**config.mk**
```make
export PLATFORM = sky130hd
export DESIGN_NAME = cior_top
export DESIGN_NICKNAME = d
export VERILOG_FILES = /design/src/cior_top.v /design/src/cior_sync.v /design/src/cior_route.v
export VERILOG_INCLUDE_DIRS = /design/src
export SDC_FILE = /design/constraint.sdc
export NUM_CORES = 1
export LEC_CHECK = 0
export BUFFER_PORTS_ARGS = -buffer_cell sky130_fd_sc_hd__buf_2
export CORE_ASPECT_RATIO = 0.6
export CORE_MARGIN = 10
export CORE_UTILIZATION = 58
export DETAILED_ROUTE_END_ITERATION = 12
export GPL_ROUTABILITY_DRIVEN = 1
export HOLD_SLACK_MARGIN = 0.05
export PLACE_DENSITY_LB_ADDON = 0.1
export SYNTH_ARGS = -nofsm -noshare
export SYNTH_HDL_FRONTEND = slang
export SYNTH_SLANG_ARGS = --single-unit
```
**constraint.sdc**
```tcl
create_clock -name i_clk_sys -period 4.55 [get_ports i_clk_sys]
set_clock_uncertainty 0.1 [all_clocks]
set_input_delay 1.1375 -clock i_clk_sys [delete_from_list [all_inputs] [get_ports i_clk_sys]]
set_output_delay 1.1375 -clock i_clk_sys [all_outputs]
set_load 0.005 [all_outputs]
```
**src/cior_defs.vh**
```
// Register indices, field positions, reset values and routing codes of the card IO matrix
`ifndef CIOR_DEFS_VH
`define CIOR_DEFS_VH

// Register indices on the register port
`define CIOR_IDX_ROUTE_SEL      2'h0
`define CIOR_IDX_STATIC_DRIVE   2'h1
`define CIOR_IDX_PIN_LEVELS     2'h2
`define CIOR_IDX_ISO_MASK       2'h3

// Reset values
`define CIOR_RST_ROUTE_SEL      4'h8
`define CIOR_RST_STATIC_DRIVE   7'h00
`define CIOR_RST_ISO_MASK       8'h00

// Static drive register fields
`define CIOR_DRV_STARTUP_LO     0
`define CIOR_DRV_STARTUP_HI     1
`define CIOR_DRV_IO_TWO         2
`define CIOR_DRV_SHARED3        3
`define CIOR_DRV_IO_FOUR        4
`define CIOR_DRV_IO_FIVE        5
`define CIOR_DRV_C8_CARD_TWO    6

// Pin level register fields
`define CIOR_LVL_IO_TWO         0
`define CIOR_LVL_RESET_TWO      1
`define CIOR_LVL_SHARED3        2
`define CIOR_LVL_SHARED_RST3    3
`define CIOR_LVL_IO_FOUR        4
`define CIOR_LVL_IO_FIVE        5
`define CIOR_LVL_PRESENT_TWO    6

// Isolation and interrupt mask register fields
`define CIOR_MSK_IF_TWO         0
`define CIOR_MSK_IF_THREE       1
`define CIOR_MSK_IF_FOUR        2
`define CIOR_MSK_IF_FIVE        3
`define CIOR_ISO_CARD_TWO       4
`define CIOR_ISO_IO_THREE       5
`define CIOR_ISO_IO_FOUR        6
`define CIOR_ISO_IO_FIVE        7

// Startup current codes of converter B
`define CIOR_BOOST_NORMAL       2'h0
`define CIOR_BOOST_PLUS18       2'h1
`define CIOR_BOOST_PLUS18_OSC   2'h2
`define CIOR_BOOST_PLUS40       2'h3

// Card pin targets of one host line
`define CIOR_T_NONE             4'h0
`define CIOR_T_IO_ONE           4'h1
`define CIOR_T_IO_TWO           4'h2
`define CIOR_T_SHARED3          4'h3
`define CIOR_T_IO_FOUR          4'h4
`define CIOR_T_IO_FIVE          4'h5
`define CIOR_T_C4_ONE           4'h6
`define CIOR_T_C8_ONE           4'h7
`define CIOR_T_SHARED_RST3      4'h8

// Selector codes that reach the shared reset3 pin
`define CIOR_SEL_RST3_A         4'hE
`define CIOR_SEL_RST3_B         4'hF

// Interface number that keeps the shared pin on I/O3 with the aux option
`define CIOR_IFN_IO3            3'h2

`endif

```
**src/cior_top.v**
```verilog
// Card IO routing matrix: selector, isolation, static drive, pin levels and interrupt
`timescale 1ns/1ps
`include "cior_defs.vh"

module cior_top
(
	input  wire       i_clk_sys,
	input  wire       i_sys_rst,
	input  wire       i_reg_wr,
	input  wire [1:0] i_reg_addr,
	input  wire [7:0] i_reg_wdata,
	output wire [7:0] o_reg_rdata,
	input  wire       i_host_line_one,
	input  wire       i_host_line_two,
	input  wire       i_host_aux_one,
	input  wire       i_host_aux_two,
	output wire       o_host_line_one_rx,
	output wire       o_host_line_two_rx,
	output wire       o_host_aux_one_rx,
	output wire       o_host_aux_two_rx,
	input  wire [4:0] i_if_started,
	input  wire [4:0] i_if_event,
	input  wire       i_card_three_reset_bit,
	input  wire       i_aux_option,
	input  wire [2:0] i_interface_number_field,
	input  wire       i_card_one_io_drive,
	input  wire       i_card_one_c4_drive,
	input  wire       i_card_one_c8_drive,
	input  wire       i_card_io_pin_one,
	output wire       o_card_io_pin_one,
	output wire       o_card_io_pin_one_oe,
	input  wire       i_card_io_pin_two,
	output wire       o_card_io_pin_two,
	output wire       o_card_io_pin_two_oe,
	input  wire       i_shared_io3_c4_card_two_pin,
	output wire       o_shared_io3_c4_card_two_pin,
	output wire       o_shared_io3_c4_card_two_pin_oe,
	input  wire       i_card_io_pin_four,
	output wire       o_card_io_pin_four,
	output wire       o_card_io_pin_four_oe,
	input  wire       i_card_io_pin_five,
	output wire       o_card_io_pin_five,
	output wire       o_card_io_pin_five_oe,
	input  wire       i_card_one_c4_pin,
	output wire       o_card_one_c4_pin,
	output wire       o_card_one_c4_pin_oe,
	input  wire       i_card_one_c8_pin,
	output wire       o_card_one_c8_pin,
	output wire       o_card_one_c8_pin_oe,
	input  wire       i_shared_reset3_c8_card_two_pin,
	output wire       o_shared_reset3_c8_card_two_pin,
	output wire       o_shared_reset3_c8_card_two_pin_oe,
	input  wire       i_card_two_reset_pin,
	input  wire       i_card_two_present,
	output wire [1:0] o_converter_b_startup_current,
	output wire       o_irq_n
);

	////////////////////////////////////////////////////////////////////////////////
	// Functions
	// Line index (bit 2 = reached) of the host line whose target is the given pin
	function [2:0] cior_src;
		input [3:0]  pin;
		input [15:0] tgts;
		begin
			if (tgts[3:0] == pin)
				cior_src = 3'h4;
			else if (tgts[7:4] == pin)
				cior_src = 3'h5;
			else if (tgts[11:8] == pin)
				cior_src = 3'h6;
			else if (tgts[15:12] == pin)
				cior_src = 3'h7;
			else
				cior_src = 3'h0;
		end
	endfunction

	// Open-drain enable: a stopped interface holds low, static drive lets 1 float
	function cior_oe;
		input started;
		input static_sel;
		input host_lvl;
		input drv;
		begin
			if (!started)
				cior_oe = 1'b1;
			else if (static_sel)
				cior_oe = ~drv;
			else
				cior_oe = ~host_lvl;
		end
	endfunction

	////////////////////////////////////////////////////////////////////////////////
	// Pin synchronisers
	wire [13:0] sync_level;
	wire        host_l1;
	wire        host_l2;
	wire        host_a1;
	wire        host_a2;
	wire        lvl_io1;
	wire        lvl_io2;
	wire        lvl_sh3;
	wire        lvl_io4;
	wire        lvl_io5;
	wire        lvl_c41;
	wire        lvl_c81;
	wire        lvl_rst3;
	wire        lvl_rst2;
	wire        lvl_present;

	cior_sync #(.WIDTH(14)) u_sync
	(
		.i_clk_sys (i_clk_sys),
		.i_sys_rst (i_sys_rst),
		.i_async   ({i_card_two_present, i_card_two_reset_pin,
		             i_shared_reset3_c8_card_two_pin, i_card_one_c8_pin,
		             i_card_one_c4_pin, i_card_io_pin_five, i_card_io_pin_four,
		             i_shared_io3_c4_card_two_pin, i_card_io_pin_two, i_card_io_pin_one,
		             i_host_aux_two, i_host_aux_one, i_host_line_two, i_host_line_one}),
		.o_level   (sync_level)
	);

	assign {lvl_present, lvl_rst2, lvl_rst3, lvl_c81, lvl_c41, lvl_io5, lvl_io4, lvl_sh3,
	        lvl_io2, lvl_io1, host_a2, host_a1, host_l2, host_l1} = sync_level;

	////////////////////////////////////////////////////////////////////////////////
	// Registers
	reg [3:0] route_selector_reg;
	reg [6:0] card_b_static_drive_reg;
	reg [7:0] isolation_and_irq_mask_reg;
	reg [7:0] rdata_reg;
	reg [7:0] rdata_next;
	wire [7:0] card_b_pin_levels;

	always @(posedge i_clk_sys)
	begin
		if (i_sys_rst)
		begin
			route_selector_reg         <= `CIOR_RST_ROUTE_SEL;
			card_b_static_drive_reg    <= `CIOR_RST_STATIC_DRIVE;
			isolation_and_irq_mask_reg <= `CIOR_RST_ISO_MASK;
		end
		else if (i_reg_wr)
		begin
			// The pin level index has no write path
			case (i_reg_addr)
				`CIOR_IDX_ROUTE_SEL:    route_selector_reg <= i_reg_wdata[3:0];
				`CIOR_IDX_STATIC_DRIVE: card_b_static_drive_reg <= i_reg_wdata[6:0];
				`CIOR_IDX_ISO_MASK:     isolation_and_irq_mask_reg <= i_reg_wdata;
				default:                route_selector_reg <= route_selector_reg;
			endcase
		end
	end

	assign card_b_pin_levels = {1'b0,
	                            lvl_present,
	                            lvl_io5, lvl_io4, lvl_rst3, lvl_sh3,
	                            lvl_rst2, lvl_io2};

	always @*
	begin
		case (i_reg_addr)
			`CIOR_IDX_ROUTE_SEL:    rdata_next = {4'h0, route_selector_reg};
			`CIOR_IDX_STATIC_DRIVE: rdata_next = {1'b0, card_b_static_drive_reg};
			`CIOR_IDX_PIN_LEVELS:   rdata_next = card_b_pin_levels;
			default:                rdata_next = isolation_and_irq_mask_reg;
		endcase
	end

	always @(posedge i_clk_sys)
	begin
		if (i_sys_rst)
			rdata_reg <= 8'h00;
		else
			rdata_reg <= rdata_next;
	end

	assign o_reg_rdata = rdata_reg;
	// Field decoded in the converter; the code passes straight through
	assign o_converter_b_startup_current =
		card_b_static_drive_reg[`CIOR_DRV_STARTUP_HI:`CIOR_DRV_STARTUP_LO];

	////////////////////////////////////////////////////////////////////////////////
	// Routing
	wire [3:0]  tgt_l1;
	wire [3:0]  tgt_l2;
	wire [3:0]  tgt_a1;
	wire [3:0]  tgt_a2;
	wire [15:0] tgts;
	wire [3:0]  host_vec;
	wire [8:0]  pin_vec;
	wire        rst3_code;
	wire [2:0]  src_io1;
	wire [2:0]  src_io2;
	wire [2:0]  src_sh3;
	wire [2:0]  src_io4;
	wire [2:0]  src_io5;
	wire [2:0]  src_c41;
	wire [2:0]  src_c81;
	wire [2:0]  src_rst3;
	wire        rst3_routed;
	wire        sh3_is_io3;
	wire        iso_two;
	wire        iso_sh3;

	cior_route u_route
	(
		.i_route_selector (route_selector_reg),
		.o_tgt_line_one   (tgt_l1),
		.o_tgt_line_two   (tgt_l2),
		.o_tgt_aux_one    (tgt_a1),
		.o_tgt_aux_two    (tgt_a2)
	);

	assign tgts     = {tgt_a2, tgt_a1, tgt_l2, tgt_l1};
	assign host_vec = {host_a2, host_a1, host_l2, host_l1};
	// Index 0 stands for no pin: an idle host line reads high
	assign pin_vec  = {lvl_rst3, lvl_c81, lvl_c41, lvl_io5, lvl_io4,
	                   lvl_sh3, lvl_io2, lvl_io1, 1'b1};

	assign src_io1  = cior_src(`CIOR_T_IO_ONE, tgts);
	assign src_io2  = cior_src(`CIOR_T_IO_TWO, tgts);
	assign src_sh3  = cior_src(`CIOR_T_SHARED3, tgts);
	assign src_io4  = cior_src(`CIOR_T_IO_FOUR, tgts);
	assign src_io5  = cior_src(`CIOR_T_IO_FIVE, tgts);
	assign src_c41  = cior_src(`CIOR_T_C4_ONE, tgts);
	assign src_c81  = cior_src(`CIOR_T_C8_ONE, tgts);
	assign src_rst3 = cior_src(`CIOR_T_SHARED_RST3, tgts);
	// Aux two reaches reset3 only while the card-three reset bit is set
	assign rst3_code   = (route_selector_reg == `CIOR_SEL_RST3_A) ||
	                     (route_selector_reg == `CIOR_SEL_RST3_B);
	assign rst3_routed = src_rst3[2] & rst3_code & i_card_three_reset_bit;

	// Shared pin serves I/O3 or C4 of card two
	assign sh3_is_io3 = ~i_aux_option | (i_interface_number_field == `CIOR_IFN_IO3);
	assign iso_two = isolation_and_irq_mask_reg[`CIOR_ISO_CARD_TWO];
	assign iso_sh3 = sh3_is_io3 ? isolation_and_irq_mask_reg[`CIOR_ISO_IO_THREE] :
	                 iso_two;

	////////////////////////////////////////////////////////////////////////////////
	// Pin drivers
	reg [7:0] oe_reg;
	reg [7:0] oe_next;
	reg [3:0] rx_reg;

	always @*
	begin
		oe_next[0] = cior_oe(i_if_started[0], ~src_io1[2],
		                     host_vec[src_io1[1:0]], i_card_one_io_drive);
		oe_next[1] = cior_oe(i_if_started[1], iso_two | ~src_io2[2],
		                     host_vec[src_io2[1:0]],
		                     card_b_static_drive_reg[`CIOR_DRV_IO_TWO]);
		oe_next[2] = cior_oe(sh3_is_io3 ? i_if_started[2] : i_if_started[1],
		                     iso_sh3 | ~src_sh3[2], host_vec[src_sh3[1:0]],
		                     card_b_static_drive_reg[`CIOR_DRV_SHARED3]);
		oe_next[3] = cior_oe(i_if_started[3],
		                     isolation_and_irq_mask_reg[`CIOR_ISO_IO_FOUR] | ~src_io4[2],
		                     host_vec[src_io4[1:0]],
		                     card_b_static_drive_reg[`CIOR_DRV_IO_FOUR]);
		oe_next[4] = cior_oe(i_if_started[4],
		                     isolation_and_irq_mask_reg[`CIOR_ISO_IO_FIVE] | ~src_io5[2],
		                     host_vec[src_io5[1:0]],
		                     card_b_static_drive_reg[`CIOR_DRV_IO_FIVE]);
		oe_next[5] = cior_oe(i_if_started[0], ~src_c41[2],
		                     host_vec[src_c41[1:0]], i_card_one_c4_drive);
		oe_next[6] = cior_oe(i_if_started[0], ~src_c81[2],
		                     host_vec[src_c81[1:0]], i_card_one_c8_drive);
		// Routed reset3 belongs to interface three, the C8 use to interface two
		oe_next[7] = cior_oe(rst3_routed ? i_if_started[2] : i_if_started[1],
		                     iso_two | ~rst3_routed, host_vec[src_rst3[1:0]],
		                     card_b_static_drive_reg[`CIOR_DRV_C8_CARD_TWO]);
	end

	// Pins after reset are held low until the interfaces start
	always @(posedge i_clk_sys)
	begin
		if (i_sys_rst)
		begin
			oe_reg <= 8'hFF;
			rx_reg <= 4'hF;
		end
		else
		begin
			oe_reg    <= oe_next;
			rx_reg[0] <= pin_vec[tgt_l1];
			rx_reg[1] <= pin_vec[tgt_l2];
			rx_reg[2] <= pin_vec[tgt_a1];
			rx_reg[3] <= (tgt_a2 == `CIOR_T_SHARED_RST3 && !rst3_routed) ? 1'b1 :
			             pin_vec[tgt_a2];
		end
	end

	// Open drain: a pin is only ever pulled low, a high comes from the pull-up
	assign {o_shared_reset3_c8_card_two_pin, o_card_one_c8_pin, o_card_one_c4_pin,
	        o_card_io_pin_five, o_card_io_pin_four, o_shared_io3_c4_card_two_pin,
	        o_card_io_pin_two, o_card_io_pin_one} = 8'h00;
	assign {o_shared_reset3_c8_card_two_pin_oe, o_card_one_c8_pin_oe, o_card_one_c4_pin_oe,
	        o_card_io_pin_five_oe, o_card_io_pin_four_oe, o_shared_io3_c4_card_two_pin_oe,
	        o_card_io_pin_two_oe, o_card_io_pin_one_oe} = oe_reg;
	assign {o_host_aux_two_rx, o_host_aux_one_rx,
	        o_host_line_two_rx, o_host_line_one_rx} = rx_reg;

	////////////////////////////////////////////////////////////////////////////////
	// Interrupt
	reg irq_n_reg;
	// Flags live in the interfaces; masking only keeps them off the pin
	always @(posedge i_clk_sys)
	begin
		if (i_sys_rst)
			irq_n_reg <= 1'b1;
		else
			irq_n_reg <= ~(i_if_event[0] |
			               (|(i_if_event[4:1] & ~isolation_and_irq_mask_reg[3:0])));
	end
	assign o_irq_n = irq_n_reg;

endmodule

```
**src/cior_sync.v**
```verilog
// Three-stage pin synchroniser with agreement filter
`timescale 1ns/1ps

module cior_sync
#(
	parameter WIDTH = 14
)
(
	input  wire             i_clk_sys,
	input  wire             i_sys_rst,
	input  wire [WIDTH-1:0] i_async,
	output wire [WIDTH-1:0] o_level
);

	reg [WIDTH-1:0] stage1_reg;
	reg [WIDTH-1:0] stage2_reg;
	reg [WIDTH-1:0] stage3_reg;
	reg [WIDTH-1:0] level_reg;
	integer         k;

	// Stage one feeds only stage two; a bit changes once stages two and three agree
	always @(posedge i_clk_sys)
	begin
		if (i_sys_rst)
		begin
			stage1_reg <= {WIDTH{1'b0}};
			stage2_reg <= {WIDTH{1'b0}};
			stage3_reg <= {WIDTH{1'b0}};
			level_reg  <= {WIDTH{1'b0}};
		end
		else
		begin
			stage1_reg <= i_async;
			stage2_reg <= stage1_reg;
			stage3_reg <= stage2_reg;
			for (k = 0; k < WIDTH; k = k + 1)
			begin
				if (stage2_reg[k] == stage3_reg[k])
					level_reg[k] <= stage3_reg[k];
			end
		end
	end

	assign o_level = level_reg;

endmodule

```
**src/cior_route.v**
```verilog
// Selector table: card pin reached by each host line
`timescale 1ns/1ps
`include "cior_defs.vh"

module cior_route
(
	input  wire [3:0] i_route_selector,
	output reg  [3:0] o_tgt_line_one,
	output reg  [3:0] o_tgt_line_two,
	output reg  [3:0] o_tgt_aux_one,
	output reg  [3:0] o_tgt_aux_two
);

	always @*
	begin
		o_tgt_line_one = `CIOR_T_IO_ONE;
		o_tgt_line_two = `CIOR_T_NONE;
		o_tgt_aux_one  = `CIOR_T_NONE;
		o_tgt_aux_two  = `CIOR_T_NONE;
		case (i_route_selector)
			// Line one alone
			4'h0: o_tgt_line_one = `CIOR_T_IO_ONE;
			4'h1: o_tgt_line_one = `CIOR_T_IO_TWO;
			4'h2: o_tgt_line_one = `CIOR_T_SHARED3;
			4'h3: o_tgt_line_one = `CIOR_T_IO_FOUR;
			4'h4: o_tgt_line_one = `CIOR_T_IO_FIVE;
			// Line one on I/O one, aux one on C4 of card one
			4'h5, 4'h6, 4'h7, 4'h8, 4'h9, 4'hA, 4'hB:
			begin
				o_tgt_aux_one = `CIOR_T_C4_ONE;
				case (i_route_selector)
					4'h5:    o_tgt_line_two = `CIOR_T_IO_TWO;
					4'h6:    o_tgt_line_two = `CIOR_T_IO_TWO;
					4'h7:    o_tgt_line_two = `CIOR_T_IO_TWO;
					4'h8:    o_tgt_line_two = `CIOR_T_IO_TWO;
					4'h9:    o_tgt_line_two = `CIOR_T_SHARED3;
					4'hA:    o_tgt_line_two = `CIOR_T_IO_FOUR;
					default: o_tgt_line_two = `CIOR_T_IO_FIVE;
				endcase
				case (i_route_selector)
					4'h5:    o_tgt_aux_two = `CIOR_T_SHARED3;
					4'h6:    o_tgt_aux_two = `CIOR_T_IO_FOUR;
					4'h7:    o_tgt_aux_two = `CIOR_T_IO_FIVE;
					default: o_tgt_aux_two = `CIOR_T_C8_ONE;
				endcase
			end
			// Aux one on the shared I/O3 / C4 pin
			4'hC:
			begin
				o_tgt_line_two = `CIOR_T_IO_FIVE;
				o_tgt_aux_one  = `CIOR_T_SHARED3;
				o_tgt_aux_two  = `CIOR_T_IO_FOUR;
			end
			4'hD:
			begin
				o_tgt_line_one = `CIOR_T_IO_TWO;
				o_tgt_line_two = `CIOR_T_IO_FIVE;
				o_tgt_aux_one  = `CIOR_T_SHARED3;
				o_tgt_aux_two  = `CIOR_T_IO_FOUR;
			end
			4'hE:
			begin
				o_tgt_line_one = `CIOR_T_IO_TWO;
				o_tgt_line_two = `CIOR_T_IO_FOUR;
				o_tgt_aux_one  = `CIOR_T_SHARED3;
				o_tgt_aux_two  = `CIOR_T_SHARED_RST3;
			end
			default:
			begin
				o_tgt_line_one = `CIOR_T_IO_TWO;
				o_tgt_line_two = `CIOR_T_IO_FIVE;
				o_tgt_aux_one  = `CIOR_T_SHARED3;
				o_tgt_aux_two  = `CIOR_T_SHARED_RST3;
			end
		endcase
	end

endmodule

```
* Word level (Yosys, flattened, before mapping)
Cells that the tools add are included.
** Storage, ports and cells
- Register bits after elaboration :: 96
- Input bits :: 45
- Logic and storage cells :: 242
- Output and inout bits :: 31
** Cells by class
- Equality and inequality tests :: 65
- Bitwise gates (word level) :: 40
- Magnitude comparators :: 12
- Mux-type cells :: 74
- Reduce and logical (&&, ||, !) cells :: 21
** Operator list (count)
- $mux W3 :: 32
- $eq A4 B3 Y1 const B :: 20
- $eq A4 B4 Y1 const B :: 12
- $eq A4 B2 Y1 const B :: 10
- $not A1 Y1 :: 29
- $lt A2 B3 Y1 const B :: 8
- $pmux W4 S3 :: 2
- $pmux W8 S3 :: 1
- $mux W1 :: 23
- $eq A4 B1 Y1 const B :: 5
- $lt A4 B5 Y1 const B :: 4
- $pmux W3 S3 :: 2
- $bmux W1 S2 :: 8
- $bmux W1 S4 :: 4
- $reduce_or A2 Y1 :: 8
- $eq A1 B1 Y1 :: 14
- $pmux W3 S4 :: 1
- $reduce_or A9 Y1 :: 1
- $reduce_or A4 Y1 :: 2
- $or A1 B1 Y1 :: 7
- $reduce_or A7 Y1 :: 1
- $pmux W3 S2 :: 1
- $reduce_and A2 Y1 :: 3
- $reduce_or A5 Y1 :: 1
- other kinds (11) :: 13

* Logic depth before layout (Yosys ltp)
- Word-level depth :: 13
- Gate-level depth with buffers :: 8
- Depth with buffers taken out :: 5

* Hierarchy
Synthesis repeated with hierarchy kept, for this count alone.
** Second synthesis, totals
- Cells, all modules :: 473
- Area total of the unflattened synthesis :: 4458.0 um^2
** By module, submodules not included
- cior_top :: area each 2620.0 um^2, seq. area each 800.8 um^2, cells an instance 296, times used 1
- cior_sync :: area each 1634.1 um^2, seq. area each 1121.1 um^2, cells an instance 146, times used 1
- cior_route :: area each 203.9 um^2, seq. area each 0.0 um^2, cells an instance 31, times used 1

* Worst setup path after synthesis
OpenSTA, ideal clock, no wires.
- Path kind :: in2reg
- Start :: in i_interface_number_field[1]
- End :: reg oe_reg[2]
- Stages on the path :: 5
- Setup time :: 0.134 ns
- Buffers on the path :: 0
- Slack :: 2.063 ns
- Data arrival time :: 2.253 ns
- Required time :: 4.316 ns
- Path through :: inv_1 > o31ai_2 > mux2i_1 > a21oi_1 > or4_1
** Between the ends
- Cells in the longest elaborated chain, start to end :: 5
- Elaborated cells on any way between the ends :: 8
- Classes of those cells :: eq/ne (1); mux (3); bitwise (3); reduce/logical (1)
** Ends and longest elaborated chain
- start, declared :: RTL line cior_top.v:25 : input wire [2:0] i_interface_number_field,
- $eq A3 B2 Y1 (no source line) (*)
- $or A1 B1 Y1 (*) :: RTL line cior_top.v:237 : assign sh3_is_io3 = ~i_aux_option | (i_interface_number_field == `CIOR_IFN_IO3);
- $mux W1 (on tied branches) :: RTL line cior_top.v:239, cior_top.v:255
- $or A1 B1 Y1 / $not A1 Y1 (equally long branches)
- $mux W1 / $reduce_or A2 Y1 (equally long branches)
- end signal, assigned :: RTL line cior_top.v:286 : oe_reg <= oe_next;
- end, declared :: RTL line cior_top.v:244 : reg [7:0] oe_reg;
Every way passes the cells marked *; elsewhere a longest branch is shown, timed or not.
A chain may end at the register's enable or synchronous reset.

* Worst setup path in the final report
- Start :: reg route_selector_reg[3]
- End :: reg oe_reg[4]
** Between the ends
- Cells in the longest elaborated chain, start to end :: 12
- Elaborated cells on any way between the ends :: 40
- Classes of those cells :: eq/ne (18); mux (13); bitwise (3); reduce/logical (6)
** Ends and longest elaborated chain
- start, declared :: RTL line cior_top.v:130 : reg [3:0] route_selector_reg;
- start signal, assigned :: RTL line cior_top.v:141 : route_selector_reg <= `CIOR_RST_ROUTE_SEL;
- start signal, assigned :: RTL line cior_top.v:149 : `CIOR_IDX_ROUTE_SEL: route_selector_reg <= i_reg_wdata[3:0];
- start signal, assigned :: RTL line cior_top.v:152 : default: route_selector_reg <= route_selector_reg;
- $eq A4 B3 Y1 (tied with other cells) :: RTL line cior_route.v:20, cior_route.v:31, cior_route.v:40
- $pmux W3 S3 (tied with other cells) :: RTL line cior_route.v:40 : case (i_route_selector)
- $pmux W4 S3 :: RTL line cior_route.v:20 : case (i_route_selector)
- $eq A4 B3 Y1 :: RTL line cior_top.v:72 : else if (tgts[15:12] == pin)
- $mux W3 :: RTL line cior_top.v:72
- $mux W3 :: RTL line cior_top.v:70 : else if (tgts[11:8] == pin)
- $mux W3 :: RTL line cior_top.v:68 : else if (tgts[7:4] == pin)
- $mux W3 (*) :: RTL line cior_top.v:66 : if (tgts[3:0] == pin)
- $bmux W1 S2 :: RTL line cior_top.v:264 : host_vec[src_io5[1:0]],
- $mux W1 (implied by the code) :: RTL line cior_top.v:264
- $not A1 Y1 :: RTL line cior_top.v:91 : cior_oe = ~host_lvl;
- $mux W1 (*) :: RTL line cior_top.v:88 : else if (static_sel)
Every way passes the cells marked *; elsewhere a longest branch is shown, timed or not. The select of a mux whose other input is x is not followed.

==> impl_metrics.env <==
export IMPL_status="complete, no violations"
export IMPL_antenna_cells=0
export IMPL_syn_area_per_cell_um2=9.366
export IMPL_ios=76
export IMPL_yosys_warnings=0
export IMPL_rows=22
export IMPL_drtIter0Drc=286
export IMPL_routed_wl_um=8599
export IMPL_grt_max_degree=51
export IMPL_p_sw_uw=350.0
export IMPL_post_route_util_pct=68.52
export IMPL_nNetsFinal=504
export IMPL_synth_ff_type="dfxtp_1"
export IMPL_p_sw_share_pct=22.83
export IMPL_fmax_mhz=400.2
export IMPL_cts_made_buffers=9
export IMPL_mostFrequentLayoutCell="dfxtp_1"
export IMPL_grt_pass1_wl_um=13980
export IMPL_finalHoldViolations=0
export IMPL_cts_setup_buffers=0
export IMPL_htreeDepth=3
export IMPL_fin_setup_tns_ps=0
export IMPL_p_leak_nw=1.744
export IMPL_fin_crit_ps=2499
export IMPL_holdPathStages=1
export IMPL_yosysTopAreaCellShare_pct=50.29
export IMPL_die_x_um=124.8
export IMPL_cp_data_required_time_ps=4750
export IMPL_firstDrtPassIters=5
export IMPL_min_path_type="flop to flop"
export IMPL_synth_edf_count=0
export IMPL_cp_end_kind="flop"
export IMPL_drc=0
export IMPL_relSlewSlack_pct=32.30
export IMPL_irDropWorstVdd_v=0.0002366
export IMPL_cp_max_fo=28
export IMPL_clock_sinks=96
export IMPL_port_buffers=67
export IMPL_drv_slew=0
export IMPL_cts_resized=0
export IMPL_clock_path_buffers=2
export IMPL_clk_latency_ps=360
export IMPL_cts_hold_buf=0
export IMPL_vias_per_cell=5.475
export IMPL_rsz0062_at_grt="false"
export IMPL_synth_cell_types=53
export IMPL_ys_seq_elements=96
export IMPL_grt_antenna_before_repair=0
export IMPL_root_buffer="clkbuf_8"
export IMPL_crit_arrival_ps=2700
export IMPL_clk_pin_slew_worst_paths_ps=80
export IMPL_gp_congestion=0.8847
export IMPL_rr_worst_depth=4
export IMPL_power_density_nw_per_um2=358.1
export IMPL_synth_area_leaders="dfxtp_1 50%, nor2b_1 8.2%, a21oi_1 4.8%"
export IMPL_grt_overflow=0
export IMPL_post_route_period_util_pct=54.91
export IMPL_die_area_um2=10340
export IMPL_nFillCells=512
export IMPL_max_cap_violations=0
export IMPL_vias=2984
export IMPL_area_growth_pct=12.05
export IMPL_worstMarginPinSlew_ps=1014
export IMPL_drtAntennaViolNets=0
export IMPL_synth_area_leader_cell="dfxtp_1"
export IMPL_finalHoldWorstSlack_ps=339.2
export IMPL_grt_pass1_vias=2840
export IMPL_combinationalPowerShare_pct=7.5
export IMPL_core_um2=6248
export IMPL_dp_hpwl_um=6344
export IMPL_fp_dieH_um=82.87
export IMPL_syn_area_um2=3821
export IMPL_critical_path_class="flop to flop"
export IMPL_wl_per_cell_um=15.78
export IMPL_seq_area_um2=1922
export IMPL_fin_cells=545
export IMPL_synthCells=408
export IMPL_dpl_cell_count=532
export IMPL_p_int_mw=1.183
export IMPL_seqPwrFrac_pct=57.9
export IMPL_initial_core_util_pct=61.15
export IMPL_multi_input_area_um2=1685
export IMPL_yosysSeqAreaShare_pct=50.29
export IMPL_tritoncts="done"
export IMPL_final_setup_viol_count=0
export IMPL_grt_usage_pct=16.20
export IMPL_clock_power_share_pct=34.6
export IMPL_layout_common_cells="96 x dfxtp_1, 67 x buf_2, 50 x nor2b_1, 37 x a21oi_1, 36 x nand2_1"
export IMPL_postSynth_asyncResetShare_pct=0
export IMPL_drive_above_1_share_pct=21.48
export IMPL_worstSetupStartpointType="flop"
[power by group through the flow]
stage | Sequential (mW) | Clock, mW | Combinational (mW)
global placement | 0.906 | 0 | 0.111
global route | 0.892 | 0.575 | 0.128
floorplan | 0.895 | 0 | 0.0886
CTS | 0.887 | 0.543 | 0.115
finish | 0.888 | 0.531 | 0.115
detailed placement | 0.907 | 0 | 0.114
[routing by layer]
metal / wire length [µm] / global-route usage [%] / vias to the layer above
met5: 0 / 0 / -
met4: 110 / 4.817 / 0
met3: 919 / 6.789 / 12
met2: 3553 / 22.68 / 141
met1: 4015 / 22.02 / 1352
li1: - / - / 1479
[area by class of cell]
class,instances,share of cell area (%)
Timing Repair Buffer,68,8.007
Tap cell,84,2.455
Multi-Input combinational cell,272,39.36
Inverter,12,1.052
Sequential cell,96,44.89
Clock inverter,3,1.023
Clock buffer,10,3.214
[logic make-up after synthesis]
family          count (synthesis)  share of synthesized area (%)
compound gates                 94                          14.83
other cells                     1                        0.09814
simple gates                  144                          20.10
mux                            25                          8.121
flops                          96                          50.29
fa+ha+maj                       1                         0.2620
buf+inv                        47                          6.287
[worst paths after layout]
kind,startpoint,endpoint,slack (ps)
max reg2reg,route_selector_reg[3]$_SDFFE_PP1P_,oe_reg[4]$_SDFF_PP1_,2050
min reg2reg,u_sync.stage1_reg[13]$_SDFF_PP0_,u_sync.stage2_reg[13]$_SDFF_PP0_,340
min,u_sync.stage1_reg[13]$_SDFF_PP0_,u_sync.stage2_reg[13]$_SDFF_PP0_,340
max,route_selector_reg[3]$_SDFFE_PP1P_,oe_reg[4]$_SDFF_PP1_,2050
[Yosys cell counts (all sizes together) (3+ instances only)]
master,n
a21oi,37
a22oi,4
buf,21
clkbuf,14
dfxtp,96
inv,12
mux2,8
mux2i,13
mux4,4
nand2,36
nand3,10
nor2,24
nor2b,51
nor3,3
nor3b,5
o21a,3
o21ai,26
o22ai,3
[metrics by stage]
| stage | setup slack, ps | power (mW) | instance area (µm²) |
|---|---|---|---|
| after floorplan | 2063 | 0.9840 | 3847 |
| after global routing | 1950 | 1.595 | 4282 |
| after detailed placement | 1776 | 1.021 | 4100 |
| after CTS | 2144 | 1.544 | 4282 |
| after global placement | 1781 | 1.017 | 4100 |
| final | 2051 | 1.533 | 4282 |
[critical path, cell delays in order (launching register included)]
cell	delay, ps
dfxtp_1	860
inv_1	400
a2111oi_0	570
mux2_2	420
nand3b_1	90
Power figures use the tool's default switching activity.
